--- src/common/hpsc_pkg.sv ---
// Constants and types for the host port strobe and chip-select block
// Assumes one 50 MHz clock and host pins that are asynchronous to it
// What this block does
// - Separate-strobe mode: read strobe low drives the addressed data onto the bus.
// - Separate-strobe mode: data bus released once the read strobe goes high.
// - Direction mode: shared strobe times transfers, a separate input gives direction.
// - Synchronous mode: host-clock rise with enable and select low, write high captures data.
// - Separate-strobe mode: address latch enable starts a cycle, address taken on its fall.
// - Direction mode: direction high at data strobe fall is a read, else write.
// - Synchronous mode: select low at host-clock rise takes address; low direction reads.
// - Synchronous mode: after the strap sets ready low, it changes only on host-clock rising edges.
package hpsc_pkg;
  localparam int ADDR_W = 15;
  localparam int DATA_W = 8;
  localparam int PIN_W = 28;
  // ==========================================================
  // Bit positions in the synchronised pin bundle
  localparam int POS_ADDR = 0;
  localparam int POS_DATA = 15;
  localparam int POS_STB = 23;
  localparam int POS_WRD = 24;
  localparam int POS_ASTB = 25;
  localparam int POS_CS = 26;
  localparam int POS_HCLK = 27;
  // Idle pin levels: read and write strobes and select high, address strobe low
  localparam logic [PIN_W-1:0] PIN_RST = 28'h580_0000;
  // ==========================================================
  // Mode configuration codes
  localparam logic [1:0] CFG_SEP = 2'h0;
  localparam logic [1:0] CFG_DIR = 2'h1;
  localparam logic [1:0] CFG_SYN = 2'h2;
  // Reset values
  localparam logic [ADDR_W-1:0] ADDR_RST = 15'h0000;
  localparam logic [DATA_W-1:0] DATA_RST = 8'h00;
  typedef enum logic [2:0] {
    MODE_SEP = 3'b001,
    MODE_DIR = 3'b010,
    MODE_SYN = 3'b100
  } hpsc_mode_type;
endpackage

--- src/common/hpsc_pin_if.sv ---
// Interface carrying the raw and filtered host pin bundle
// Assumes the bundle layout of the package
`timescale 1ns/10ps
interface hpsc_pin_if;
  logic [hpsc_pkg::PIN_W-1:0] raw;
  logic [hpsc_pkg::PIN_W-1:0] clean;
  modport sync_mp (input raw, output clean);
  modport user_mp (output raw, input clean);
endinterface

--- src/verilog/hpsc_sync.sv ---
// Three-stage pin synchroniser with agreement filter
// Assumes raw pins asynchronous to clock_i
`timescale 1ns/10ps
module hpsc_sync (
  // Clock and reset
  input wire logic clock_i,
  input wire logic rst_i,
  // Pin bundle
  hpsc_pin_if.sync_mp pins
);
  import hpsc_pkg::*;
  // ==========================================================
  // Per-bit stages
  genvar gi;
  generate
    for (gi = 0; gi < PIN_W; gi++) begin : g_bit
      logic s1_r;
      logic s2_r;
      logic s3_r;
      logic cl_r;
      logic cl_nxt;
      always_comb begin
        cl_nxt = (s2_r == s3_r) ? s2_r : cl_r;
      end
      always_ff @(posedge clock_i or posedge rst_i) begin
        if (rst_i) begin
          s1_r <= PIN_RST[gi];
          s2_r <= PIN_RST[gi];
          s3_r <= PIN_RST[gi];
          cl_r <= PIN_RST[gi];
        end else begin
          s1_r <= pins.raw[gi];
          s2_r <= s1_r;
          s3_r <= s2_r;
          cl_r <= cl_nxt;
        end
      end
      assign pins.clean[gi] = cl_r;
    end
  endgenerate
endmodule // hpsc_sync

--- src/verilog/hpsc_top.sv ---
// Host port strobe, address latch and chip-select decode
// Assumes host pins asynchronous; register file answers on reg_* ports
`timescale 1ns/10ps
module hpsc_top (
  // Clock and reset
  input wire logic clock_i,
  input wire logic rst_i,
  // Static mode strap
  input wire logic [1:0] mode_cfg_i,
  // Host pins
  input wire logic [hpsc_pkg::ADDR_W-1:0] addr_pin_i,
  input wire logic [hpsc_pkg::DATA_W-1:0] data_pin_i,
  output logic [hpsc_pkg::DATA_W-1:0] data_pin_o,
  output logic data_oe_o,
  input wire logic read_data_write_strobe_pin_i,
  input wire logic write_dir_pin_i,
  input wire logic address_strobe_pin_i,
  input wire logic chip_select_pin_i,
  input wire logic host_clock_pin_i,
  output logic ready_o,
  // Register file side
  output logic [hpsc_pkg::ADDR_W-1:0] reg_addr_o,
  output logic reg_rd_o,
  output logic reg_wr_o,
  output logic [hpsc_pkg::DATA_W-1:0] reg_wr_data_o,
  input wire logic [hpsc_pkg::DATA_W-1:0] reg_rd_data_i,
  input wire logic reg_rdy_i
);
  import hpsc_pkg::*;
  // ==========================================================
  // Pin synchroniser
  hpsc_pin_if pin_bus ();
  assign pin_bus.raw = {host_clock_pin_i, chip_select_pin_i, address_strobe_pin_i,
                        write_dir_pin_i, read_data_write_strobe_pin_i, data_pin_i, addr_pin_i};
  hpsc_sync u_sync (
    .clock_i (clock_i),
    .rst_i (rst_i),
    .pins (pin_bus.sync_mp)
  );
  logic [PIN_W-1:0] c;
  logic [PIN_W-1:0] prev_r;
  logic [ADDR_W-1:0] c_addr;
  logic [DATA_W-1:0] c_data;
  assign c = pin_bus.clean;
  assign c_addr = c[POS_ADDR +: ADDR_W];
  assign c_data = c[POS_DATA +: DATA_W];
  // Edges of filtered pins
  logic stb_fall, stb_rise, wrd_rise, astb_fall, astb_rise, hclk_rise, sel;
  assign stb_fall = prev_r[POS_STB] & ~c[POS_STB];
  assign stb_rise = ~prev_r[POS_STB] & c[POS_STB];
  assign wrd_rise = ~prev_r[POS_WRD] & c[POS_WRD];
  assign astb_fall = prev_r[POS_ASTB] & ~c[POS_ASTB];
  assign astb_rise = ~prev_r[POS_ASTB] & c[POS_ASTB];
  assign hclk_rise = ~prev_r[POS_HCLK] & c[POS_HCLK];
  assign sel = ~c[POS_CS];
  // ==========================================================
  // Port state
  hpsc_mode_type mode_r, mode_nxt;
  logic done_r, done_nxt;
  logic [ADDR_W-1:0] addr_r, addr_nxt;
  logic [DATA_W-1:0] wdat_r, wdat_nxt, dout_r, dout_nxt;
  logic rd_r, rd_nxt, wr_r, wr_nxt, oe_r, oe_nxt, rdy_r, rdy_nxt, dirrd_r, dirrd_nxt;
  logic dir_now;
  always_comb begin
    mode_nxt = mode_r;
    done_nxt = done_r;
    addr_nxt = addr_r;
    wdat_nxt = wdat_r;
    dout_nxt = reg_rd_data_i;
    rd_nxt = 1'b0;
    wr_nxt = 1'b0;
    oe_nxt = 1'b0;
    rdy_nxt = rdy_r;
    dirrd_nxt = dirrd_r;
    dir_now = stb_fall ? c[POS_WRD] : dirrd_r;
    if (!done_r) begin
      // Strap taken once after reset release
      done_nxt = 1'b1;
      unique case (mode_cfg_i)
        CFG_DIR: mode_nxt = MODE_DIR;
        CFG_SYN: mode_nxt = MODE_SYN;
        default: mode_nxt = MODE_SEP;
      endcase
      rdy_nxt = (mode_cfg_i != CFG_SYN);
    end else begin
      unique case (mode_r)
        MODE_SEP: begin
          if (astb_fall) addr_nxt = c_addr;
          if (sel && stb_fall) rd_nxt = 1'b1;
          oe_nxt = sel && !c[POS_STB];
          if (sel && wrd_rise) begin
            wr_nxt = 1'b1;
            wdat_nxt = c_data;
          end
          rdy_nxt = !(sel && (!c[POS_STB] || !c[POS_WRD]) && reg_rdy_i);
        end
        MODE_DIR: begin
          if (astb_rise) addr_nxt = c_addr;
          if (sel && stb_fall) begin
            dirrd_nxt = c[POS_WRD];
            rd_nxt = c[POS_WRD];
          end
          oe_nxt = sel && !c[POS_STB] && dir_now;
          if (sel && stb_rise && !dirrd_r) begin
            wr_nxt = 1'b1;
            wdat_nxt = c_data;
          end
          rdy_nxt = !(sel && !c[POS_STB] && reg_rdy_i);
        end
        MODE_SYN: begin
          if (hclk_rise) begin
            if (sel) begin
              addr_nxt = c_addr;
              dirrd_nxt = !c[POS_WRD];
              rd_nxt = !c[POS_WRD];
            end
            if (sel && !c[POS_STB] && c[POS_WRD]) begin
              wr_nxt = 1'b1;
              wdat_nxt = c_data;
            end
            rdy_nxt = sel && reg_rdy_i;
          end
          // Deselect ends the read drive
          if (!sel) dirrd_nxt = 1'b0;
          oe_nxt = sel && dirrd_r;
        end
      endcase
    end
  end
  always_ff @(posedge clock_i or posedge rst_i) begin
    if (rst_i) begin
      prev_r <= PIN_RST;
      mode_r <= MODE_SEP;
      done_r <= 1'b0;
      addr_r <= ADDR_RST;
      wdat_r <= DATA_RST;
      dout_r <= DATA_RST;
      rd_r <= 1'b0;
      wr_r <= 1'b0;
      oe_r <= 1'b0;
      rdy_r <= 1'b1;
      dirrd_r <= 1'b0;
    end else begin
      prev_r <= c;
      mode_r <= mode_nxt;
      done_r <= done_nxt;
      addr_r <= addr_nxt;
      wdat_r <= wdat_nxt;
      dout_r <= dout_nxt;
      rd_r <= rd_nxt;
      wr_r <= wr_nxt;
      oe_r <= oe_nxt;
      rdy_r <= rdy_nxt;
      dirrd_r <= dirrd_nxt;
    end
  end
  assign data_pin_o = dout_r;
  assign data_oe_o = oe_r;
  assign ready_o = rdy_r;
  assign reg_addr_o = addr_r;
  assign reg_rd_o = rd_r;
  assign reg_wr_o = wr_r;
  assign reg_wr_data_o = wdat_r;

  logic sep_on, dir_on, syn_on;
  assign sep_on = done_r && mode_r == MODE_SEP;
  assign dir_on = done_r && mode_r == MODE_DIR;
  assign syn_on = done_r && mode_r == MODE_SYN;
endmodule // hpsc_top

--- config.mk ---
export PLATFORM = sky130hd
export DESIGN_NAME = hpsc_top
export DESIGN_NICKNAME = d
export VERILOG_FILES = /design/src/common/hpsc_pkg.sv /design/src/common/hpsc_pin_if.sv /design/src/verilog/hpsc_sync.sv /design/src/verilog/hpsc_top.sv
export SDC_FILE = /design/constraint.sdc
export NUM_CORES = 1
export LEC_CHECK = 0
export BUFFER_PORTS_ARGS = -buffer_cell sky130_fd_sc_hd__buf_2
export CAP_MARGIN = 20
export CORE_MARGIN = 2
export CORE_UTILIZATION = 50
export DETAILED_ROUTE_END_ITERATION = 10
export GPL_ROUTABILITY_DRIVEN = 0
export GPL_TIMING_DRIVEN = 0
export PLACE_DENSITY_LB_ADDON = 0.1
export SLEW_MARGIN = 20
export SYNTH_ARGS = -nofsm -noshare
export SYNTH_HDL_FRONTEND = slang
export SYNTH_SLANG_ARGS = --single-unit
--- constraint.sdc ---
create_clock -name clock_i -period 12.8 [get_ports clock_i]
set_input_delay 1.92 -clock clock_i [delete_from_list [all_inputs] [get_ports clock_i]]
set_output_delay 1.92 -clock clock_i [all_outputs]
set_load 0.02 [all_outputs]
[After elaboration in Yosys (flattened, before gate mapping)]
Index checks and enable logic that the tools add are counted.
Operators by class
  divide/modulo/power cells: 0
  magnitude comparators: 0
  reduce and logical (&&, ||, !) cells: 22
  shifts and indexed selects: 0
  multiplexer cells: 33
  equal/unequal tests: 44
  $add $sub $neg: 0
  bitwise logic cells: 13
  multiply operators: 0
Operators by type and width (count)
  $mux 15: 4
  $pmux 15 s3: 1
  $mux 8: 4
  $eq 1x1->1: 28
  $pmux 8 s3: 1
  $ne 2x2->1 const B: 9
  $mux 1: 17
  $logic_and 1x1->1: 12
  $pmux 1 s3: 4
  $reduce_and 5->1: 2
  $not 1->1: 7
  $and 1x1->1: 6
  $pmux 3 s2: 1
  $logic_not 1->1: 5
  $reduce_and 4->1: 1
  $eq 3x1->1 const B: 1
  $eq 3x2->1 const B: 1
  $eq 3x3->1 const B: 1
  $ne 3x2->1 const B: 1
  $ne 3x3->1 const B: 1
  $eq 2x1->1 const B: 1
  $eq 2x2->1 const B: 1
  $pmux 1 s2: 1
  $reduce_bool 2->1: 1
  $logic_or 1x1->1: 1
Storage, ports and cells
  RAM bits: 0
  bits in latches: 0
  logic and storage cells: 235
  memories kept: 0
  flip-flop bits (word level): 180
  bits in read-only memories: 0

[Depth between registers and ports, before layout]
Gate-level depths: netlist of run 1.
  word-level depth: 7
  depth in mapped cells: 6

[Cells and area by module]
From an unflattened synthesis of run 1, not the netlist that was laid out.
Second synthesis, totals
  cells, all modules: 309
  area, all modules: 5230.0 µm²
Modules (own cells, without submodules)
  hpsc_sync: area each 3347.0 µm², cells an instance 169, times used 1, seq. area each 2817.7 µm²
  hpsc_top: area each 1883.1 µm², cells an instance 140, times used 1, seq. area each 1106.1 µm²

[Worst setup path after synthesis of run 1]
OpenSTA, ideal clock, no wires.
  path type: in2reg
  start: input port mode_cfg_i[0]
  end: register mode_r[0]
  slack: 10.248 ns
  data arrival time: 2.469 ns
  library setup time: 0.082 ns
  cell stages on the path: 3
  data required time: 12.718 ns
  cell sequence: inv_1 -> ha_1 -> mux2_2
Between the ends
  longest elaborated chain between the ends: 2
  elaborated cells between the ends (all ways): 3
  those cells by class: eq/ne: 2; mux: 1
Ends and longest elaborated chain
  start: declaration: line hpsc_top.sv:9  | input wire logic [1:0] mode_cfg_i,
  $eq 2x2->1 or $eq 2x1->1 (tied branches): line hpsc_top.sv:79  | unique case (mode_cfg_i)
  $pmux 3 s2 (*): line hpsc_top.sv:79
  end signal: assignment: line hpsc_top.sv:145  | mode_r <= mode_nxt;
  end: declaration: line hpsc_top.sv:58  | hpsc_mode_type mode_r, mode_nxt;
Every way passes the cells marked *; elsewhere a longest branch is shown, timed or not.
A chain may end at the register's enable or synchronous reset.

[Worst setup path in the final report of run 1]
  start: register rdy_r, in the netlist ready_o
  end: output port ready_o
RTL lines
  start: declaration: line hpsc_top.sv:62  | logic rd_r, rd_nxt, wr_r, wr_nxt, oe_r, oe_nxt, rdy_r, rdy_nxt, dirrd_r, dirrd_nxt;
  start signal: assignment: line hpsc_top.sv:153  | rdy_r <= rdy_nxt;
  end: declaration: line hpsc_top.sv:20  | output logic ready_o,
No word-level cell between the ends.

==> reports/metrics.csv, run 1 <==
stage,metric,value,unit
outcome,outcome,"complete, no violations",
placement,PortBufs,75,
logic_synthesis,Post-synth EDFFs,0,
cells_and_area,fin area,6050,µm²
logic_synthesis,post-synthesis cell type count,35,
pwr,sw power,0.000290,W
die,I/O pin total,76,
setup_path,r2r setup slk,10.51,ns
cells_and_area,Finished Core Util,62.5,%
global_routing,Congestion Overflow GR,0,
detailed_routing,detailed-router iteration count before antenna repair,4,
cells_and_area,fin cells,511,
cells_and_area,share of cells above drive strength 1,42.6,%
sta,fmax,321,MHz
setup_path,Critical Path AT,1.20,ns
pwr,maximum VDD drop,0.132,mV
detailed_routing,Routed wire per std cell,13.8,µm
logic_synthesis,largest cells by area after synthesis,"dfrtp_1 71%, dfstp_2 8.5%, mux2_2 5.7%, maj3_1 5.7%, ha_1 0.76%",
global_routing,pin count of the biggest net entering global routing,98,
logic_synthesis,yosys warns,0,
cells_and_area,Layout Area Growth over Synthesis,22.7,%
logic_synthesis,Seq cells post-synth,156,
cells_and_area,nets@finish,409,
logic_synthesis,"area leader, netlist",dfrtp_1,
setup_path,CP Capture Type,output port,
die,DIE AREA,10700,µm²
cells_and_area,# diodes,0,
setup_path,Bufs and invs on worst path,1,
clock_tree,Post-CTS Hold Fix Bufs,0,
global_routing,initial antenna violation count,0,
clock_tree,clk_lat worst skew,0.52,ns
sta,RSZ-0062 raised after global routing,false,
pwr,P_int,0.000879,W
setup_path,capturing point of the worst reg2reg path,reg_wr_data_o[7],
clock_tree,Setup Buffers After CTS,0,
logic_synthesis,cell count after synthesis,270,
clock_tree,CTS Root Cell,clkbuf_8,
hold_path,hold path startpoint,u_sync.g_bit[21].s1_r,
pwr,Net Sw Frac,24.8,%
placement,post-placement cell count,479,
detailed_routing,Vias/cell,4.75,
global_routing,first-pass GRT wire length,11.8,mm
setup_path,"Largest stage delay, worst path",0.53,ns
logic_synthesis,Post-Syn Nets,314,
logic_synthesis,Yosys top cell area share,71.0,%
clock_tree,CTS max path bufs,2,
sta,Tmin final,3.12,ns
sta,final period utilization,24.3,%
pwr,Flop pwr share,49.2,%
setup_path,WP depth,1,
detailed_routing,Vias,2429,
detailed_routing,DRC,0,
die,number of core rows,36,
setup_path,"delay-heaviest family, CP",flip-flops,
logic_synthesis,ys flop type,dfrtp_1,
clock_tree,clk sinks,156,
detailed_routing,routed wire length,7.06,mm
detailed_routing,Iteration-0 DRC Markers,52,
placement,dpl ws,10.00,ns
logic_synthesis,Synth Area per Inst,18.3,µm²
logic_synthesis,synth cell count leaders,"140 x dfrtp_1, 28 x maj3_1, 25 x mux2_2",
die,DIE WIDTH,103,µm
setup_path,worst reg2reg path startpoint,u_sync.g_bit[23].cl_r,
setup_path,Crit Path Max Fanout,2,
clock_tree,H-tree depth,4,
job,Max-Cap Viols,0,
sta,Slew headroom,51.2,%
die,CORE AREA,9680,µm²
placement,HPWL after DPL,4.45,mm
logic_synthesis,most common cell in the synthesized netlist,dfrtp_1,
clock_tree,cts repair resizes,0,
clock_tree,TritonCTS clock tree,built,
setup_path,crit start category,flip-flop,
die,die height,103,µm
setup_path,Setup CP Type,flip-flop to output port,
setup_path,worst setup path end,ready_o,
clock_tree,CTS Buf Count,17,
sta,final max-slew violation count,0,
pwr,leakage,2.74,nW
die,Initial Utilization,50.9,%
detailed_routing,ANT nets after route,0,
global_routing,vias in the first global route,2455,
pwr,PD cells,193,nW/µm²
logic_synthesis,mapped cell area,4930,µm²
pwr,clock power share,38.8,%
sta,final setup violation count,0,
setup_path,crit-path cells,buf_2,
sta,final setup skew,0.0117,ns
global_routing,overall routing resource usage,15.3,%
placement,Placed Area,5510,µm²
logic_synthesis,Async SR Flop Fraction,100,%
setup_path,"Req. time, crit path",10.88,ns
sta,Worst Slack Setup Final,9.68,ns
sta,setup TNS,0,ns
setup_path,FF-to-FF path depth,4,
setup_path,CP Launch Point,ready_o,
clock_tree,clk slew on worst S/H paths,0.06,ns
setup_path,Critical-path top delay cell,dfstp_2,
hold_path,min-delay worst type,flip-flop to flip-flop,
pwr,Comb power frac,12.0,%
sta,Final Hold Vio Count,0,
logic_synthesis,sequential share of the synthesized area,79.5,%
sta,Least-Margin Pin Slew,0.729,ns
[logic make-up after synthesis]
kind of cell,Yosys count,share of synthesized area (%)
buf+inv,11,1.29
mux,27,6.32
other cells,1,0.0760
simple gates,26,3.58
compound gates,18,2.76
fa+ha+maj,31,6.44
flops,156,79.5
[worst min path at each step]
stage / end / slack (ns) / cells past startpoint
4_1_cts: u_sync.g_bit[21].s2_r / 0.34 / 0
3_3_place_gp: u_sync.g_bit[13].s2_r / 0.33 / 0
5_1_grt: u_sync.g_bit[7].s2_r / 0.36 / 0
3_5_place_dp: u_sync.g_bit[13].s2_r / 0.34 / 0
2_1_floorplan: u_sync.g_bit[0].s2_r / 0.33 / 0
6_report: u_sync.g_bit[21].s2_r / 0.34 / 0
[per-stage QoR]
stage / total power, W / hold slack, ns
global placement: 0.000721 / 0.332
finish: 0.00117 / 0.343
CTS: 0.00119 / 0.345
detailed placement: 0.000727 / 0.336
floorplan: 0.000674 / 0.331
global route: 0.00123 / 0.357
[cells in the final DEF, fill, tap and decap left out, types with 2 or more instances in the layout]
master     instances
clkinv_4           2
mux2_4             2
and2b_2            3
buf_6              3
inv_1              7
clkinv_2           3
clkbuf_8           3
nor3b_1            5
clkbuf_16         16
inv_6              2
clkbuf_1           4
o21ai_0            3
nor2_1             4
maj3_1            28
nand3_1            3
o22ai_1            2
dfrtp_1          140
ha_1               3
a21oi_1            5
mux2_2            25
buf_2             75
dfstp_2           16
[registers in the layout (all words and copies together) (netlist names), 3 cells and up]
name,flops
u_sync.g_bit.cl_r,28
u_sync.g_bit.s1_r,28
u_sync.g_bit.s2_r,28
u_sync.g_bit.s3_r,28
reg_addr_o,15
data_pin_o,8
reg_wr_data_o,8
prev_r,4
mode_r,3
[power by group through the flow]
stage               Clock, W  Combinational (W)  Sequential [W]
global route        0.000493           0.000153        0.000583
detailed placement         0           0.000143        0.000584
floorplan                  0          0.0000611        0.000613
global placement           0           0.000138        0.000583
CTS                 0.000471           0.000143        0.000576
finish              0.000454           0.000140        0.000575
[metal layers]
layer / track usage [%] / part of all wire (%) / routed length (µm)
met2: 20.8 / 46 / 3280
met1: 20.0 / 45 / 3200
met3: 7.33 / 6.4 / 452
met5: 0 / 0 / 0
met4: 9.41 / 1.8 / 129
[area by class of cell]
cell class | count | area [µm²]
Inverter | 8 | 37.5
Fill cell | 715 | 3630
Timing Repair Buffer | 76 | 403
Sequential cell | 156 | 3920
Multi-Input combinational cell | 103 | 946
Clock buffer | 23 | 457
Tap cell | 133 | 166
Buffer | 3 | 33.8
Clock inverter | 9 | 87.6
Note: power is estimated with default switching activity, not from simulation.
==> run 2: changes to the inputs <==
--- a/config.mk
+++ b/config.mk
@@ -5,6 +5,7 @@
 export SDC_FILE = /design/constraint.sdc
 export NUM_CORES = 1
 export LEC_CHECK = 0
+export ABC_AREA = 1
 export BUFFER_PORTS_ARGS = -buffer_cell sky130_fd_sc_hd__buf_2
 export CAP_MARGIN = 20
 export CORE_MARGIN = 2
==> constraint.sdc (replaced) <==
create_clock -name clock_i -period 2.7 [get_ports clock_i]
set_input_delay 0.405 -clock clock_i [delete_from_list [all_inputs] [get_ports clock_i]]
set_output_delay 0.405 -clock clock_i [all_outputs]
set_load 0.02 [all_outputs]
==> run 2 against run 1 <==
- synthesized area up 4.9%
- total power grew to 5.0 times the previous value
- critical endpoint is now reg_wr_data_o[4]
- cell area grew 12%
- die area rose by 4.7%
- hold slack lost 0.090 ns
==> reports/metrics.csv, run 2 <==
stage,metric,value,unit,change
logic_synthesis,Post-synth EDFFs,0,,unchanged
detailed_routing,ANT nets after route,0,,unchanged
logic_synthesis,ys flop type,dfrtp_1,,
clock_tree,CTS max path bufs,2,,unchanged
logic_synthesis,Post-Syn Nets,410,,+31%
die,CORE AREA,10200,µm²,+5.2%
cells_and_area,Filler cells,754,,+5.5%
setup_path,CP Capture Type,flip-flop,,
logic_synthesis,"area leader, netlist",dfrtp_1,,
clock_tree,CTS Buf Count,17,,unchanged
global_routing,met3 Use GR,5.13,%,-2.2 points
logic_synthesis,Async SR Flop Fraction,100,%,unchanged
clock_tree,Post-CTS Hold Fix Bufs,36,,+36
pwr,clock power share,40.4,%,+1.6 points
cells_and_area,# diodes,0,,unchanged
global_routing,vias in the first global route,3209,,+31%
clock_tree,Setup Buffers After CTS,0,,unchanged
clock_tree,CTS Root Cell,clkbuf_8,,
global_routing,pin count of the biggest net entering global routing,37,,-62%
detailed_routing,DRC,0,,unchanged
global_routing,overall routing resource usage,17.6,%,+2.3 points
pwr,Flop pwr share,46.9,%,-2.3 points
sta,Least-Margin Pin Slew,0.519,ns,-0.210 ns
setup_path,Crit Path Max Fanout,9,,+7
cells_and_area,nets@finish,546,,+33%
cells_and_area,"commonest cells after routing, fill and taps aside","140 x dfrtp_1, 75 x buf_2, 67 x nand2_1, 37 x dlygate4sd3_1, 32 x nand3_1",,
logic_synthesis,cell count after synthesis,366,,+36%
cells_and_area,Layout Area Growth over Synthesis,31.5,%,
pwr,PD cells,856,nW/µm²,+340%
sta,Slew headroom,65.3,%,+14 points
sta,Tmin final,1.65,ns,
setup_path,crit start category,flip-flop,,
global_routing,met2 usage,27.5,%,+6.7 points
clock_tree,TritonCTS clock tree,built,,
detailed_routing,routed wire length,8.77,mm,+24%
setup_path,"Req. time, crit path",3.11,ns,-7.77 ns
logic_synthesis,synth cell count leaders,"140 x dfrtp_1, 67 x nand2_1, 32 x nand3_1",,
logic_synthesis,Seq cells post-synth,156,,unchanged
placement,PortBufs,75,,unchanged
job,Max-Cap Viols,0,,unchanged
logic_synthesis,most common cell in the synthesized netlist,dfrtp_1,,
logic_synthesis,post-synthesis cell type count,23,,-34%
pwr,maximum VDD drop,0.905,mV,+590%
logic_synthesis,largest cells by area after synthesis,"dfrtp_1 68%, dfstp_2 8.1%, maj3_1 5.4%, nand2_1 4.9%, nand3_1 3.1%",,
detailed_routing,Vias,3061,,+26%
pwr,Pwr Total,0.00582,W,+400%
pwr,P_int,0.00423,W,+380%
global_routing,first-pass GRT wire length,15.1,mm,+29%
pwr,leakage,3.25,nW,+19%
clock_tree,cts repair resizes,0,,unchanged
hold_path,min-delay worst type,input port to flip-flop,,
die,Initial Utilization,50.8,%,-0.14 points
logic_synthesis,sequential share of the synthesized area,75.8,%,-3.7 points
logic_synthesis,mapped cell area,5170,µm²,+4.9%
die,die height,106,µm,+2.3%
sta,RSZ-0062 raised after global routing,false,,
clock_tree,clk_lat worst skew,0.52,ns,about the same
sta,final setup violation count,0,,unchanged
global_routing,initial antenna violation count,0,,unchanged
setup_path,Critical Path AT,2.06,ns,+0.86 ns
clock_tree,clk slew on worst S/H paths,0.07,ns,about the same
sta,setup TNS,0,ns,unchanged
cells_and_area,"most common cell after layout, fill and taps aside",dfrtp_1,,
global_routing,GRT busiest layer,met2,,
detailed_routing,Iteration-0 DRC Markers,150,,+190%
setup_path,Setup CP Type,flip-flop to flip-flop,,
global_routing,met1 GRT Util,23.5,%,+3.5 points
die,DIE AREA,11200,µm²,+4.7%
cells_and_area,share of cells above drive strength 1,31.7,%,-11 points
pwr,Net Sw Frac,27.3,%,+2.5 points
die,number of core rows,37,,+2.8%
sta,final max-slew violation count,0,,unchanged
die,DIE WIDTH,106,µm,+2.3%
die,I/O pin total,76,,unchanged
global_routing,Congestion Overflow GR,0,,unchanged
logic_synthesis,Synth Area per Inst,14.1,µm²,-23%
sta,Final Hold Vio Count,0,,unchanged
detailed_routing,detailed-router iteration count before antenna repair,6,,+2
clock_tree,H-tree depth,4,,unchanged
cells_and_area,fin area,6800,µm²,+12%
placement,Placed Area,5840,µm²,+5.9%
sta,final setup skew,0.0127,ns,+0.00102 ns
logic_synthesis,yosys warns,0,,unchanged
clock_tree,clk sinks,156,,unchanged
pwr,Comb power frac,12.6,%,+0.6 points
sta,final period utilization,60.9,%,
logic_synthesis,Yosys top cell area share,67.7,%,-3.3 points
outcome,outcome,"complete, no violations",,
sta,fmax,608,MHz,
detailed_routing,Routed wire per std cell,13.5,µm,-2.4%
pwr,sw power,0.00159,W,+450%
detailed_routing,Vias/cell,4.70,,-1.1%
placement,HPWL after DPL,5.49,mm,+24%
[run 2: layout make-up]
| cell class | instances | area [µm²] | share of cell area (%) |
|---|---|---|---|
| clock inverter | 14 | 175 | 2.58 |
| inverter | 19 | 75.1 | 1.10 |
| sequential | 156 | 3920 | 57.7 |
| buffer | 3 | 35.0 | 0.515 |
| clock buffer | 18 | 418 | 6.14 |
| multi-input combinational | 188 | 1140 | 16.8 |
| tap | 136 | 170 | 2.50 |
| timing repair buffer | 117 | 861 | 12.7 |
[run 2: cell families after synthesis]
family | synth area share, %
AOI/OAI and AO/OA | 0.677
DFF | 75.8
other | 0.0725
buffers and inverters | 2.06
and+or+nand+nor | 15.2
adders and majority gates | 6.14
[run 2: critical path: stages (launching register included)]
cell and delay, ns:
dfstp_2 0.55, inv_1 0.09, nand3_2 0.17, nor2_1 0.10, nor2_4 0.27, nand2_2 0.20, nand2_1 0.11, nand2_1 0.05
[run 2: worst paths after layout]
| path | startpoint | to | slack (ns) | cells past startpoint |
|---|---|---|---|---|
| max | mode_r[0] | reg_wr_data_o[4] | 1.05 | 7 |
| min | mode_cfg_i[0] | mode_r[1] | 0.25 | 4 |
| max reg2reg | mode_r[0] | reg_wr_data_o[4] | 1.05 | 7 |
| min reg2reg | u_sync.g_bit[4].s1_r | u_sync.g_bit[4].s2_r | 0.35 | 0 |
| max in group asynchronous | rst_i | prev_r[24] | 1.21 | 6 |
| min in group asynchronous | rst_i | u_sync.g_bit[4].s1_r | 0.46 | 3 |
[run 2: power groups by stage]
| stage | Clock, W | Sequential, W | Combinational [W] |
|---|---|---|---|
| final | 0.00235 | 0.00273 | 0.000736 |
| after global routing | 0.00251 | 0.00276 | 0.000817 |
| after CTS | 0.00241 | 0.00273 | 0.000742 |
| after detailed placement | 0 | 0.00277 | 0.000700 |
| after global placement | 0 | 0.00277 | 0.000664 |
| after floorplan | 0 | 0.00288 | 0.000328 |
[run 2: layer usage]
layer / routed length, µm / up-vias
met3: 368 / 10
met5: 0 / -
met2: 4310 / 80
li1: - / 1459
met4: 93 / 0
met1: 4000 / 1512
[run 2: per-stage QoR]
step / setup slack [ns] / hold WS [ns] / utilization, % / std cells
6_report: 1.05 / 0.253 / 66.8 / 651
5_1_grt: 0.862 / 0.260 / 66.8 / 651
4_1_cts: 1.05 / 0.00121 / 66.7 / 650
3_5_place_dp: 1.04 / 0.336 / 57.3 / 582
3_3_place_gp: -0.473 / 0.331 / 56.2 / 577
2_1_floorplan: 0.335 / 0.331 / - / 366
